[src/common/fault_map.svh]
// Purpose: Register codes, field positions, reset values and delay decode for the fault retry block
// Assumes: Command codes are byte wide; register data is at most 16 bits
// Notes:   Shared by the controller, delay timer, host model and test bench
// What this block does
// RQ1: Retry settings 100, 101, 110 give exactly four, five, six restart attempts.
// RQ2: When every allowed attempt fails, output stays off until fault clears.
// RQ3: Attempt starts are spaced by retry-time count times the delay unit.
// RQ4: Setting 111 retries forever until commanded off, bias lost or other fault.
// RQ5: Three-bit time field counts delay units for run-on or retry spacing.
// RQ6: Time code 0 gives one unit, 2 two units, 3 eight units.
// RQ7: Time codes 4, 5, 6, 7 give 16, 32, 64, 128 units.
// RQ8: Length of one delay unit comes from the register at code 0xD2.
// RQ9: Sixteen-bit overvoltage warning threshold lives at command code 0x42.
// RQ10: Response field picks ignore, run-on then retry, shutdown retry, or hold off.
// RQ11: Retry setting 000 makes no attempt; output stays off until cleared.
// RQ12: Latched fault clears by host clear, off-then-on command, or bias loss.
// RQ13: Output above threshold raises a warning without disabling the output.
`ifndef FAULT_MAP_SVH
`define FAULT_MAP_SVH

`define CODE_CLEAR_FAULTS  8'h03
`define CODE_OV_WARN_THR   8'h42
`define CODE_FAULT_RESP    8'hd0
`define CODE_DELAY_UNIT    8'hd2
`define CODE_STATUS        8'he0

`define RESP_MODE_HI       7
`define RESP_MODE_LO       6
`define RESP_RETRY_HI      5
`define RESP_RETRY_LO      3
`define RESP_TIME_HI       2
`define RESP_TIME_LO       0

`define RETRY_NONE         3'h0
`define RETRY_FOREVER      3'h7

`define STAT_FAULT_BIT     0
`define STAT_WARN_BIT      1
`define STAT_OUT_BIT       2
`define STAT_LATCH_BIT     3
`define STAT_ATT_LO        4

`define RST_OV_WARN_THR    16'hffff
`define RST_FAULT_RESP     8'h80
`define RST_DELAY_UNIT     16'h0028

`define UNITS_CODE0        8'h01
`define UNITS_CODE1        8'h04
`define UNITS_CODE2        8'h02
`define UNITS_CODE3        8'h08
`define UNITS_CODE4        8'h10
`define UNITS_CODE5        8'h20
`define UNITS_CODE6        8'h40
`define UNITS_CODE7        8'h80

`endif

[src/common/fault_pkg.sv]
// Purpose: Types for the fault retry block
// Assumes: Nothing beyond the map header
// Notes:   Encodings left to the tools
package fault_pkg;

  typedef enum logic [1:0] {
    RESP_IGNORE,
    RESP_RUN_ON,
    RESP_SHUT_RETRY,
    RESP_HOLD_OFF
  } resp_mode_t;

  typedef enum {
    ST_OFF,
    ST_RUN,
    ST_DELAY_RUN,
    ST_HOLD,
    ST_RETRY_WAIT,
    ST_ATTEMPT,
    ST_LATCHED
  } fault_state_t;

endpackage

[src/hdl/delay_timer.sv]
// Purpose: Counts a decoded number of delay units, each a programmable number of cycles
// Assumes: start is a single-cycle request; unit length zero is served as one cycle
// Notes:   done is a one-cycle pulse on the last counted cycle
`timescale 1ns/100ps
`include "fault_map.svh"
module delay_timer #(
  parameter int UNIT_W = 16
) (
  input  wire logic              clk,
  input  wire logic              srst,
  input  wire logic              ce,
  input  wire logic              start,
  input  wire logic [2:0]        time_code,
  input  wire logic [UNIT_W-1:0] unit_len,
  output logic                   done
);

  logic [UNIT_W-1:0] unit_cnt_reg, unit_cnt_next;
  logic [7:0]        left_reg,     left_next;
  logic              run_reg,      run_next;
  logic [UNIT_W-1:0] len_m1_reg,   len_m1_next;
  logic [7:0]        units;
  logic [UNIT_W-1:0] unit_m1;

  if (UNIT_W < 1 || UNIT_W > 24) begin : g_chk
    $error("delay_timer: UNIT_W out of range");
  end

  // RQ6 RQ7: time code decode
  always_comb begin
    case (time_code)
      3'h0:    units = `UNITS_CODE0;
      3'h1:    units = `UNITS_CODE1;
      3'h2:    units = `UNITS_CODE2;
      3'h3:    units = `UNITS_CODE3;
      3'h4:    units = `UNITS_CODE4;
      3'h5:    units = `UNITS_CODE5;
      3'h6:    units = `UNITS_CODE6;
      default: units = `UNITS_CODE7;
    endcase
  end

  // RQ8: unit length from register
  assign unit_m1 = (unit_len == '0) ? '0 : unit_len - UNIT_W'(1);
  assign done    = run_reg && unit_cnt_reg == '0 && left_reg == 8'h00;

  // Unit length held from start; a mid-delay write waits for the next start
  always_comb begin
    unit_cnt_next = unit_cnt_reg;
    left_next     = left_reg;
    run_next      = run_reg;
    len_m1_next   = len_m1_reg;
    if (start) begin
      unit_cnt_next = unit_m1;
      len_m1_next   = unit_m1;
      left_next     = units - 8'h01;
      run_next      = 1'b1;
    end else if (run_reg) begin
      if (unit_cnt_reg != '0) begin
        unit_cnt_next = unit_cnt_reg - UNIT_W'(1);
      end else if (left_reg != 8'h00) begin
        left_next     = left_reg - 8'h01;
        unit_cnt_next = len_m1_reg;
      end else begin
        run_next = 1'b0;
      end
    end
  end

  always_ff @(posedge clk) begin
    if (srst) begin
      unit_cnt_reg <= '0;
      left_reg     <= 8'h00;
      run_reg      <= 1'b0;
      len_m1_reg   <= '0;
    end else if (ce) begin
      unit_cnt_reg <= unit_cnt_next;
      left_reg     <= left_next;
      run_reg      <= run_next;
      len_m1_reg   <= len_m1_next;
    end
  end

  // Elapsed enabled cycles since start, for checking only
  logic [31:0] elapsed_reg;
  logic [31:0] total;
  logic [UNIT_W-1:0] len_at_start_reg;
  logic [7:0]        units_at_start_reg;
  always_ff @(posedge clk) begin
    if (srst) begin
      elapsed_reg        <= 32'h0;
      len_at_start_reg   <= '0;
      units_at_start_reg <= 8'h00;
    end else if (ce) begin
      elapsed_reg <= start ? 32'h0 : elapsed_reg + 32'h1;
      if (start) begin
        len_at_start_reg   <= (unit_len == '0) ? UNIT_W'(1) : unit_len;
        units_at_start_reg <= units;
      end
    end
  end
  assign total = 32'(units_at_start_reg) * 32'(len_at_start_reg);
endmodule

[src/hdl/ov_warn_cmp.sv]
// Purpose: Compares measured output voltage with the warning threshold
// Assumes: Both values share one unsigned output-voltage format
// Notes:   Sticky flag; a new event beats a clear in the same cycle
`timescale 1ns/100ps
module ov_warn_cmp #(
  parameter int W = 16
) (
  input  wire logic         clk,
  input  wire logic         srst,
  input  wire logic         ce,
  input  wire logic [W-1:0] vout_meas,
  input  wire logic [W-1:0] threshold,
  input  wire logic         clear,
  output logic              warn_level,
  output logic              warn_flag
);

  logic level_reg, level_next;
  logic flag_reg,  flag_next;

  if (W < 2) begin : g_chk
    $error("ov_warn_cmp: W too small");
  end

  // RQ13: warn only, never disables
  always_comb begin
    level_next = vout_meas > threshold;
    flag_next  = (flag_reg && !clear) || level_next;
  end

  always_ff @(posedge clk) begin
    if (srst) begin
      level_reg <= 1'b0;
      flag_reg  <= 1'b0;
    end else if (ce) begin
      level_reg <= level_next;
      flag_reg  <= flag_next;
    end
  end

  assign warn_level = level_reg;
  assign warn_flag  = flag_reg;

endmodule

[src/hdl/fault_retry_ctrl.sv]
// Purpose: Fault response and restart sequencing with its command registers
// Assumes: Command port is a byte-coded register access already decoded from the bus
// Notes:   One fault input per instance; on_cmd merges control pin and on/off command
`timescale 1ns/100ps
`include "fault_map.svh"
module fault_retry_ctrl #(
  parameter int UNIT_W = 16
) (
  input  wire logic        clk,
  input  wire logic        srst,
  input  wire logic        ce,
  input  wire logic        cmd_valid,
  input  wire logic        cmd_write,
  input  wire logic [7:0]  cmd_code,
  input  wire logic [15:0] cmd_wdata,
  output logic [15:0]      cmd_rdata,
  output logic             cmd_ack,
  input  wire logic        fault_in,
  input  wire logic        other_shutdown,
  input  wire logic        on_cmd,
  input  wire logic        bias_ok,
  input  wire logic [15:0] vout_meas,
  output logic             out_enable,
  output logic             fault_latched,
  output logic             ov_warn
);

  logic [15:0]             thr_reg,     thr_next;
  logic [7:0]              resp_reg,    resp_next;
  logic [UNIT_W-1:0]       unit_reg,    unit_next;
  fault_pkg::fault_state_t state_reg,   state_next;
  logic [2:0]              att_reg,     att_next;
  logic                    flag_reg,    flag_next;
  logic                    out_reg,     out_next;
  logic [15:0]             rdata_reg,   rdata_next;
  logic                    ack_reg,     ack_next;

  logic                    wr;
  logic                    rd;
  logic                    clear_req;
  logic                    warn_clear;
  logic                    stop;
  logic                    tmr_start;
  logic                    tmr_done;
  logic                    warn_flag;
  logic                    exhausted;
  logic [15:0]             status;
  fault_pkg::resp_mode_t   mode;
  logic [2:0]              retry;

  if (UNIT_W < 1 || UNIT_W > 16) begin : g_chk
    $error("fault_retry_ctrl: UNIT_W must be 1 to 16");
  end

  assign mode  = fault_pkg::resp_mode_t'(resp_reg[`RESP_MODE_HI:`RESP_MODE_LO]);
  assign retry = resp_reg[`RESP_RETRY_HI:`RESP_RETRY_LO];
  assign wr    = cmd_valid && cmd_write;
  assign rd    = cmd_valid && !cmd_write;
  assign stop  = !on_cmd || !bias_ok || other_shutdown;

  // RQ12: host clear paths
  assign clear_req  = wr && (cmd_code == `CODE_CLEAR_FAULTS ||
                      (cmd_code == `CODE_STATUS && cmd_wdata[`STAT_FAULT_BIT]));
  assign warn_clear = wr && (cmd_code == `CODE_CLEAR_FAULTS ||
                      (cmd_code == `CODE_STATUS && cmd_wdata[`STAT_WARN_BIT]));

  // RQ1 RQ4: limit reached unless continuous
  assign exhausted = retry != `RETRY_FOREVER && att_reg >= retry;

  assign status = {9'h000, att_reg, (state_reg == fault_pkg::ST_LATCHED), out_reg, warn_flag, flag_reg};

  delay_timer #(
    .UNIT_W (UNIT_W)
  ) u_timer (
    .clk       (clk),
    .srst      (srst),
    .ce        (ce),
    .start     (tmr_start),
    .time_code (resp_reg[`RESP_TIME_HI:`RESP_TIME_LO]),
    .unit_len  (unit_reg),
    .done      (tmr_done)
  );

  ov_warn_cmp #(
    .W (16)
  ) u_warn (
    .clk        (clk),
    .srst       (srst),
    .ce         (ce),
    .vout_meas  (vout_meas),
    .threshold  (thr_reg),
    .clear      (warn_clear),
    .warn_level (ov_warn),
    .warn_flag  (warn_flag)
  );

  // Register file and command answers
  always_comb begin
    thr_next   = thr_reg;
    resp_next  = resp_reg;
    unit_next  = unit_reg;
    rdata_next = rdata_reg;
    ack_next   = cmd_valid;
    if (wr) begin
      case (cmd_code)
        // RQ9: warning threshold write
        `CODE_OV_WARN_THR: thr_next  = cmd_wdata;
        `CODE_FAULT_RESP:  resp_next = cmd_wdata[7:0];
        // RQ8: delay unit write
        `CODE_DELAY_UNIT:  unit_next = cmd_wdata[UNIT_W-1:0];
        default:           ;
      endcase
    end
    if (rd) begin
      case (cmd_code)
        `CODE_OV_WARN_THR: rdata_next = thr_reg;
        `CODE_FAULT_RESP:  rdata_next = {8'h00, resp_reg};
        `CODE_DELAY_UNIT:  rdata_next = 16'(unit_reg);
        `CODE_STATUS:      rdata_next = status;
        default:           rdata_next = 16'h0000;
      endcase
    end
  end

  // Sequencer
  always_comb begin
    state_next = state_reg;
    att_next   = att_reg;
    tmr_start  = 1'b0;
    // Event beats a clear in the same cycle
    flag_next  = (flag_reg && !clear_req) || (fault_in && bias_ok);
    case (state_reg)
      fault_pkg::ST_OFF: begin
        if (!stop) begin
          state_next = fault_pkg::ST_RUN;
        end
        att_next = 3'h0;
      end
      fault_pkg::ST_RUN: begin
        if (fault_in) begin
          // RQ10: response selection
          case (mode)
            fault_pkg::RESP_IGNORE: ;
            fault_pkg::RESP_RUN_ON: begin
              state_next = fault_pkg::ST_DELAY_RUN;
              tmr_start  = 1'b1;
            end
            fault_pkg::RESP_SHUT_RETRY: begin
              // RQ11: no retry goes straight to latch
              state_next = (retry == `RETRY_NONE) ? fault_pkg::ST_LATCHED : fault_pkg::ST_RETRY_WAIT;
              tmr_start  = 1'b1;
              att_next   = 3'h0;
            end
            default: state_next = fault_pkg::ST_HOLD;
          endcase
        end
      end
      fault_pkg::ST_DELAY_RUN: begin
        // RQ5: run on for the delay, then act
        if (tmr_done) begin
          if (fault_in) begin
            state_next = (retry == `RETRY_NONE) ? fault_pkg::ST_LATCHED : fault_pkg::ST_RETRY_WAIT;
            tmr_start  = 1'b1;
            att_next   = 3'h0;
          end else begin
            state_next = fault_pkg::ST_RUN;
          end
        end
      end
      fault_pkg::ST_HOLD: begin
        if (!fault_in) begin
          state_next = fault_pkg::ST_RUN;
        end
      end
      fault_pkg::ST_RETRY_WAIT: begin
        // RQ3: next attempt starts on timer expiry
        if (tmr_done) begin
          state_next = fault_pkg::ST_ATTEMPT;
          tmr_start  = 1'b1;
          att_next   = (retry == `RETRY_FOREVER) ? att_reg : att_reg + 3'h1;
        end
      end
      fault_pkg::ST_ATTEMPT: begin
        if (fault_in) begin
          // RQ2: all attempts used, stay off
          if (exhausted) begin
            state_next = fault_pkg::ST_LATCHED;
          end else if (tmr_done) begin
            tmr_start = 1'b1;
            att_next  = (retry == `RETRY_FOREVER) ? att_reg : att_reg + 3'h1;
          end else begin
            state_next = fault_pkg::ST_RETRY_WAIT;
          end
        end else if (tmr_done) begin
          state_next = fault_pkg::ST_RUN;
        end
      end
      fault_pkg::ST_LATCHED: begin
        // RQ12: host clear releases the latch
        if (clear_req) begin
          state_next = fault_pkg::ST_OFF;
        end
      end
      default: state_next = fault_pkg::ST_OFF;
    endcase
    // RQ4 RQ12: off command, bias loss or other fault end any sequence
    if (stop) begin
      state_next = fault_pkg::ST_OFF;
      att_next   = 3'h0;
    end
    out_next = state_next == fault_pkg::ST_RUN || state_next == fault_pkg::ST_DELAY_RUN ||
               state_next == fault_pkg::ST_ATTEMPT;
  end

  always_ff @(posedge clk) begin
    if (srst) begin
      thr_reg   <= `RST_OV_WARN_THR;
      resp_reg  <= `RST_FAULT_RESP;
      unit_reg  <= UNIT_W'(`RST_DELAY_UNIT);
      state_reg <= fault_pkg::ST_OFF;
      att_reg   <= 3'h0;
      flag_reg  <= 1'b0;
      out_reg   <= 1'b0;
      rdata_reg <= 16'h0000;
      ack_reg   <= 1'b0;
    end else if (ce) begin
      thr_reg   <= thr_next;
      resp_reg  <= resp_next;
      unit_reg  <= unit_next;
      state_reg <= state_next;
      att_reg   <= att_next;
      flag_reg  <= flag_next;
      out_reg   <= out_next;
      rdata_reg <= rdata_next;
      ack_reg   <= ack_next;
    end
  end

  assign cmd_rdata     = rdata_reg;
  assign cmd_ack       = ack_reg;
  assign out_enable    = out_reg;
  assign fault_latched = state_reg == fault_pkg::ST_LATCHED;
endmodule

[config.mk]
export PLATFORM = sky130hd
export DESIGN_NAME = fault_retry_ctrl
export DESIGN_NICKNAME = d
export VERILOG_FILES = /design/src/common/fault_pkg.sv /design/src/hdl/delay_timer.sv /design/src/hdl/ov_warn_cmp.sv /design/src/hdl/fault_retry_ctrl.sv
export VERILOG_INCLUDE_DIRS = /design/src /design/src/common
export SDC_FILE = /design/constraint.sdc
export NUM_CORES = 1
export LEC_CHECK = 0
export ABC_AREA = 1
export BUFFER_PORTS_ARGS = -buffer_cell sky130_fd_sc_hd__buf_2
export CAP_MARGIN = 0
export CORE_ASPECT_RATIO = 1.75
export CORE_MARGIN = 10
export CORE_UTILIZATION = 40
export DETAILED_ROUTE_END_ITERATION = 10
export PLACE_DENSITY_LB_ADDON = 0.2
export SKIP_CTS_REPAIR_TIMING = 1
export SYNTH_ARGS = -nofsm -noshare
export SYNTH_HDL_FRONTEND = slang
export SYNTH_HIERARCHICAL = 1
export SYNTH_SLANG_ARGS = --single-unit
[constraint.sdc]
create_clock -name clk -period 3.9 [get_ports clk]
set_input_delay 0.195 -clock clk [delete_from_list [all_inputs] [get_ports clk]]
set_output_delay 0.195 -clock clk [all_outputs]
set_load 0.05 [all_outputs]
Word level (Yosys, flattened, before mapping)
Cells that the tools add are included.
{"block": "classes", "add_sub_neg": 5, "n_lt_le_gt_ge": 2, "eq_ne": 32, "muxes": 47, "n_reduce_logical": 47}
{"op": "32-bit two-way mux", "n": 10}
{"op": "32-bit one-hot mux with 7 select lines", "n": 1}
{"op": "32-bit by 3-bit == test with 1-bit output (second input constant)", "n": 4}
{"op": "32-bit by 2-bit == test with 1-bit output (second input constant)", "n": 3}
{"op": "32-bit one-hot mux with 3 select lines", "n": 1}
{"op": "16-bit two-way mux", "n": 5}
{"op": "32-bit by 4-bit == test with 1-bit output (second input constant)", "n": 2}
{"op": "16-bit one-hot mux with 4 select lines", "n": 1}
{"op": "8-bit one-hot mux with 7 select lines", "n": 1}
{"op": "32-bit by 1-bit == test with 1-bit output (second input constant)", "n": 1}
{"op": "16-bit logical NOT", "n": 2}
{"op": "32-bit logical NOT", "n": 1}
{"op": "8-bit two-way mux", "n": 4}
{"op": "16-bit by 1-bit subtractor with 16-bit output (second input constant)", "n": 2}
{"op": "3-bit two-way mux", "n": 10}
{"op": "8-bit == test (second input constant)", "n": 3}
{"op": "3-bit inequality test (second input constant)", "n": 7}
{"op": "16-bit > comparator", "n": 1}
{"op": "16-bit nonzero test", "n": 1}
{"op": "8-bit by 1-bit subtractor with 8-bit output (second input constant)", "n": 2}
{"op": "3-bit one-hot mux with 5 select lines", "n": 1}
{"op": "3-bit == test (second input constant)", "n": 4}
{"op": "1-bit logical AND", "n": 12}
{"op": "3-bit AND reduction", "n": 4}
{"op": "other kinds (25)", "n": 50}
{"block": "word_totals", "reg_bits": 137, "inputBits": 49, "out_inout_bits": 20, "elab_cells": 148}

Logic depth before layout (Yosys ltp)
{"block": "depth", "word_depth": 11, "mapped_depth": 24, "depth_no_buf": 22}

Cells and area by module
Netlist, hierarchy kept.
{"mod": "fault_retry_ctrl", "instances": 1, "cells_each": 651, "area_per_inst_um2": 4396.7, "seq_area_each_um2": 1881.8}
{"mod": "delay_timer", "instances": 1, "cells_each": 510, "area_per_inst_um2": 3061.7, "seq_area_each_um2": 820.8}
{"mod": "ov_warn_cmp", "instances": 1, "cells_each": 86, "area_per_inst_um2": 550.5, "seq_area_each_um2": 40.0}

Worst setup path after synthesis
No wires, ideal clock.
{"block": "synth_path", "kind": "register -> register", "from": "register u_timer.unit_cnt_reg[0]", "to": "register u_timer.left_reg[6]", "setup_ns": 0.117, "arrival_time_ns": 2.684, "required_time_ns": 3.783, "setup_slack_ns": 1.099, "stages_incl_launch_ff": 22, "path_buffers": 2, "synth_period_minus_slack_ns": 2.801, "cell_sequence": "dfxtp_1 inv_1 ha_1 inv_1 nor2_1 nand3_1 nor2_4 nand3_4 nor2_1 buf_2 inv_1 o21ai_0 o21ai_0 nand2_1 buf_4 inv_2 a22oi_1 ha_1 nand3_1 xor2_1 nor2_1 nor2_1"}
{"block": "synth_between", "elab_chain_cells": 9, "elab_cells_between_ends": 14, "cone_classes": "1 x eq/ne; 6 x mux; 7 x reduce/logical"}
{"item": "start: declaration", "line_no": "delay_timer.sv:18", "rtl": "logic [UNIT_W-1:0] unit_cnt_reg, unit_cnt_next;"}
{"item": "start signal: assignment", "line_no": "delay_timer.sv:77", "rtl": "unit_cnt_reg <= unit_cnt_next;"}
{"item": "16-bit logical NOT (*)", "line_no": "delay_timer.sv:45", "rtl": "assign done = run_reg && unit_cnt_reg == '0 && left_reg == 8'h00;"}
{"item": "1-bit logical AND (*) (2 in series)", "line_no": "delay_timer.sv:45"}
{"item": "via tmr_done", "line_no": "fault_retry_ctrl.sv:44", "rtl": "logic tmr_done;"}
{"item": "1-bit two-way mux", "line_no": "fault_retry_ctrl.sv:177, fault_retry_ctrl.sv:188"}
{"item": "1-bit two-way mux", "line_no": "fault_retry_ctrl.sv:186", "rtl": "if (exhausted) begin"}
{"item": "1-bit two-way mux", "line_no": "fault_retry_ctrl.sv:184", "rtl": "if (fault_in) begin"}
{"item": "1-bit one-hot mux with 4 select lines (*)", "line_no": "fault_retry_ctrl.sv:132", "rtl": "case (state_reg)"}
{"item": "via tmr_start", "line_no": "fault_retry_ctrl.sv:43", "rtl": "logic tmr_start;"}
{"item": "2-bit inequality test (no line) or 2-bit nonzero test (tied branches)"}
{"item": "4-bit AND reduction (no line)"}
{"item": "end signal: assignment", "line_no": "delay_timer.sv:78", "rtl": "left_reg <= left_next;"}
{"item": "end: declaration", "line_no": "delay_timer.sv:19", "rtl": "logic [7:0] left_reg, left_next;"}
Mark *: on every way through the listed nets, which the timed path passes. The rest lies on a longest branch.
A chain may end at the register's enable or synchronous reset.

Final worst setup path
{"block": "layout_path", "from": "register u_timer.unit_cnt_reg[0]", "to": "register u_timer.left_reg[0]"}
Same word-level chain as after synthesis.

==> impl_metrics.csv <==
group,metric,value,unit
run_status,status,"finished clean",
synth,ys_ff_latch,137,
drt,wl,23900,um
floorplanning,initial_core_util,40.6,%
global_route,grt.total_usage,18.0,%
final_layout,final_layout_size_suffix_gt1_share,12.0,%
sta,slew_headroom,22.9,%
final_layout,diodes,0,
clocking,numCtsBuffers,17,
sta,clock_skew,0.00964,ns
synth,ys_seq_area_share,34.2,%
sta,worst_pin_slew,1.16,ns
sta,slew_violations,0,
drt,drc,0,
power_and_ir_drop,power.internal,2710,uW
global_route,grt_first_pass_wirelength,39000,um
final_layout,largest_reg_flops,32,
floorplanning,coreArea,0.0197,mm^2
synth,avgSynthCellArea,6.42,um^2
final_layout,final_cell_mix,"312 x nand2_1, 193 x nor2_1, 148 x inv_1, 137 x dfxtp_1, 94 x a21oi_1",
power_and_ir_drop,power_density,419,mW/mm^2
final_layout,syn2layout_area_growth,13.8,%
global_route,antenna_found_initial,0,
critical_path,critical_path_class,"register to register",
power_and_ir_drop,leakage,0.00442,uW
clocking,cts_root_buf,"clkbuf_16",
clocking,cts_tree,"done",
sta,tns,0,ns
sta,setup-violations-final,0,
sta,hold_viol,0,
sta,rsz0062_at_grt,"no",
drt,post_drt_wl_per_cell,15.4,um
worst_hold_path,hp-class,"input port to register",
floorplanning,chipHeight,207,um
drt,dr.pass1.iters,5,
global_route,grt_max_degree,43,
synth,yosysWarnings,6,
clocking,max-clock-path-buffers,2,
drt,drtIter0Drc,475,
clocking,clock_sinks,137,
place,hpwlAfterDp,18700,um
sta,holdWs,0.00998,ns
power_and_ir_drop,vdd_drop_max,0.312,mV
global_route,grt_overflow,0,
clocking,clkLatencyLatePin,0.42,ns
power_and_ir_drop,p_switching,1110,uW
floorplanning,ios,69,
power_and_ir_drop,power.share.clock,44.3,%
place,gp_congestion,0.958,
synth,synthCells,1247,
critical_path,start_kind,"register",
sta,min_period,3.41,ns
critical_path,crit_fanout,30,
drt,antenna_left,0,
final_layout,final_common_cell,"nand2_1",
drt,num_vias,7869,
power_and_ir_drop,seq_power_share,38.2,%
final_layout,nets,1377,
drt,viasPerCell,5.05,
clocking,clkTransAtPathRegs,0.06,ns
floorplanning,die_w,127,um
critical_path,required,4.19,ns
power_and_ir_drop,p_comb_share,17.5,%
global_route,grt_pass1_vias,7706,
synth,synth.distinct_cells,45,
synth,synth_area,0.00801,mm^2
critical_path,endpoint_kind,"register",
synth,syn-num-nets,1325,
critical_path,cp_data_arrival_time,3.70,ns
floorplanning,die_area,0.0263,mm^2
place,port_buffers,68,
clocking,h-tree-depth,4,
job,maxCapViolations,0,
power_and_ir_drop,sw_frac_of_total,29.0,%
sta,period_share,87.3,%
sta,fmax,294,MHz
floorplanning,rows,68,
## final timing paths
path | startpoint | end | slack (ns) | cells after the start
worst min register to register | state_reg[6]$_SDFFE_PP0P_ | state_reg[6]$_SDFFE_PP0P_ | 0.43 | 2
worst max register to register | u_timer/unit_cnt_reg[0]$_SDFFE_PP0P_ | u_timer/left_reg[0]$_SDFFE_PP0P_ | 0.49 | 19
worst max-delay path | u_timer/unit_cnt_reg[0]$_SDFFE_PP0P_ | u_timer/left_reg[0]$_SDFFE_PP0P_ | 0.49 | 19
worst min-delay path | cmd_wdata[12] | thr_reg[12]$_SDFFE_PP1P_ | 0.01 | 3
## cells in the mapped netlist, drive strengths merged
| master | count | share of area (%) |
|---|---|---|
| dfxtp | 137 | 34 |
| xnor2 | 3 | 0.33 |
| nand3 | 87 | 5.8 |
| o221ai | 1 | 0.11 |
| nor3b | 1 | 0.094 |
| inv | 159 | 7.5 |
| nand4 | 8 | 0.62 |
| and2 | 1 | 0.078 |
| buf | 19 | 1.5 |
| nor3 | 7 | 0.56 |
| o21bai | 1 | 0.094 |
| ha | 29 | 4.5 |
| o2111ai | 3 | 0.33 |
| a32o | 2 | 0.25 |
| or2 | 2 | 0.16 |
| o21ai | 96 | 6.3 |
| o31ai | 1 | 0.094 |
| a22oi | 2 | 0.19 |
| nand2 | 321 | 15 |
| o211ai | 5 | 0.47 |
| o22ai | 11 | 0.86 |
| nor2 | 211 | 11 |
| a21o | 1 | 0.11 |
| a21oi | 97 | 6.3 |
| a211oi | 2 | 0.19 |
| nand3b | 1 | 0.094 |
| a31oi | 2 | 0.16 |
| xor2 | 14 | 1.5 |
| clkbuf | 23 | 1.1 |
## power by group through the flow
stage	Sequential (uW)	Clock [uW]	Combinational [uW]
finish	1460	1690	667
global route	1460	1780	753
detailed placement	1490	0	664
CTS	1460	1720	667
floorplan	1480	0	507
global placement	1490	0	666
## metal layers
metal / track usage (%) / routed length, um / vias up
met2: 34.6 / 13200 / 171
met4: 9.40 / 998 / 0
met3: 2.68 / 703 / 43
met1: 17.7 / 9030 / 3569
li1: - / - / 4086
met5: 0 / 0 / -
## through the flow
| stage | cell area (um^2) | utilization (%) | instances | setup WS (ns) | power, uW |
|---|---|---|---|---|---|
| global placement | 8500 | 43.1 | 1525 | 0.622 | 2150 |
| detailed placement | 8500 | 43.1 | 1525 | 0.554 | 2150 |
| finish | 9110 | 46.2 | 1557 | 0.495 | 3810 |
| global route | 9110 | 46.2 | 1557 | 0.124 | 3990 |
| floorplan | 8010 | - | 1247 | 1.10 | 1990 |
| CTS | 9110 | 46.2 | 1557 | 0.538 | 3850 |
## logic make-up (layout without fill, tap and decap cells)
logic type	Yosys count	in the layout	synth area share, %
buf+inv	201	266	10.1
flops	137	137	34.2
fa+ha+maj	29	29	4.53
compound gates	224	224	15.5
xor+xnor	17	17	1.86
simple gates	639	639	33.8
## critical path, stage by stage (launching register included)
cell and delay [ns]:
dfxtp_1 0.33, inv_1 0.09, ha_1 0.15, inv_1 0.06
nor2_1 0.08, nand3_1 0.11, nor2_4 0.17, nand3_4 0.11
nor2_1 0.32, inv_1 0.13, o21ai_0 0.17, o21ai_0 0.09
nand2_1 0.18, buf_4 0.25, nand2_1 0.22, inv_1 0.11
buf_4 0.29, nor2_1 0.19, o21ai_0 0.18, a21oi_1 0.05
## area by class of cell
type	count	area [um^2]
Clock buffer	22	474
Clock inverter	10	140
Fill cell	2114	10600
Inverter	159	597
Multi-Input combinational cell	909	4460
Sequential cell	137	2740
Tap cell	245	307
Timing Repair Buffer	75	393
Power figures use the tool's default switching activity.
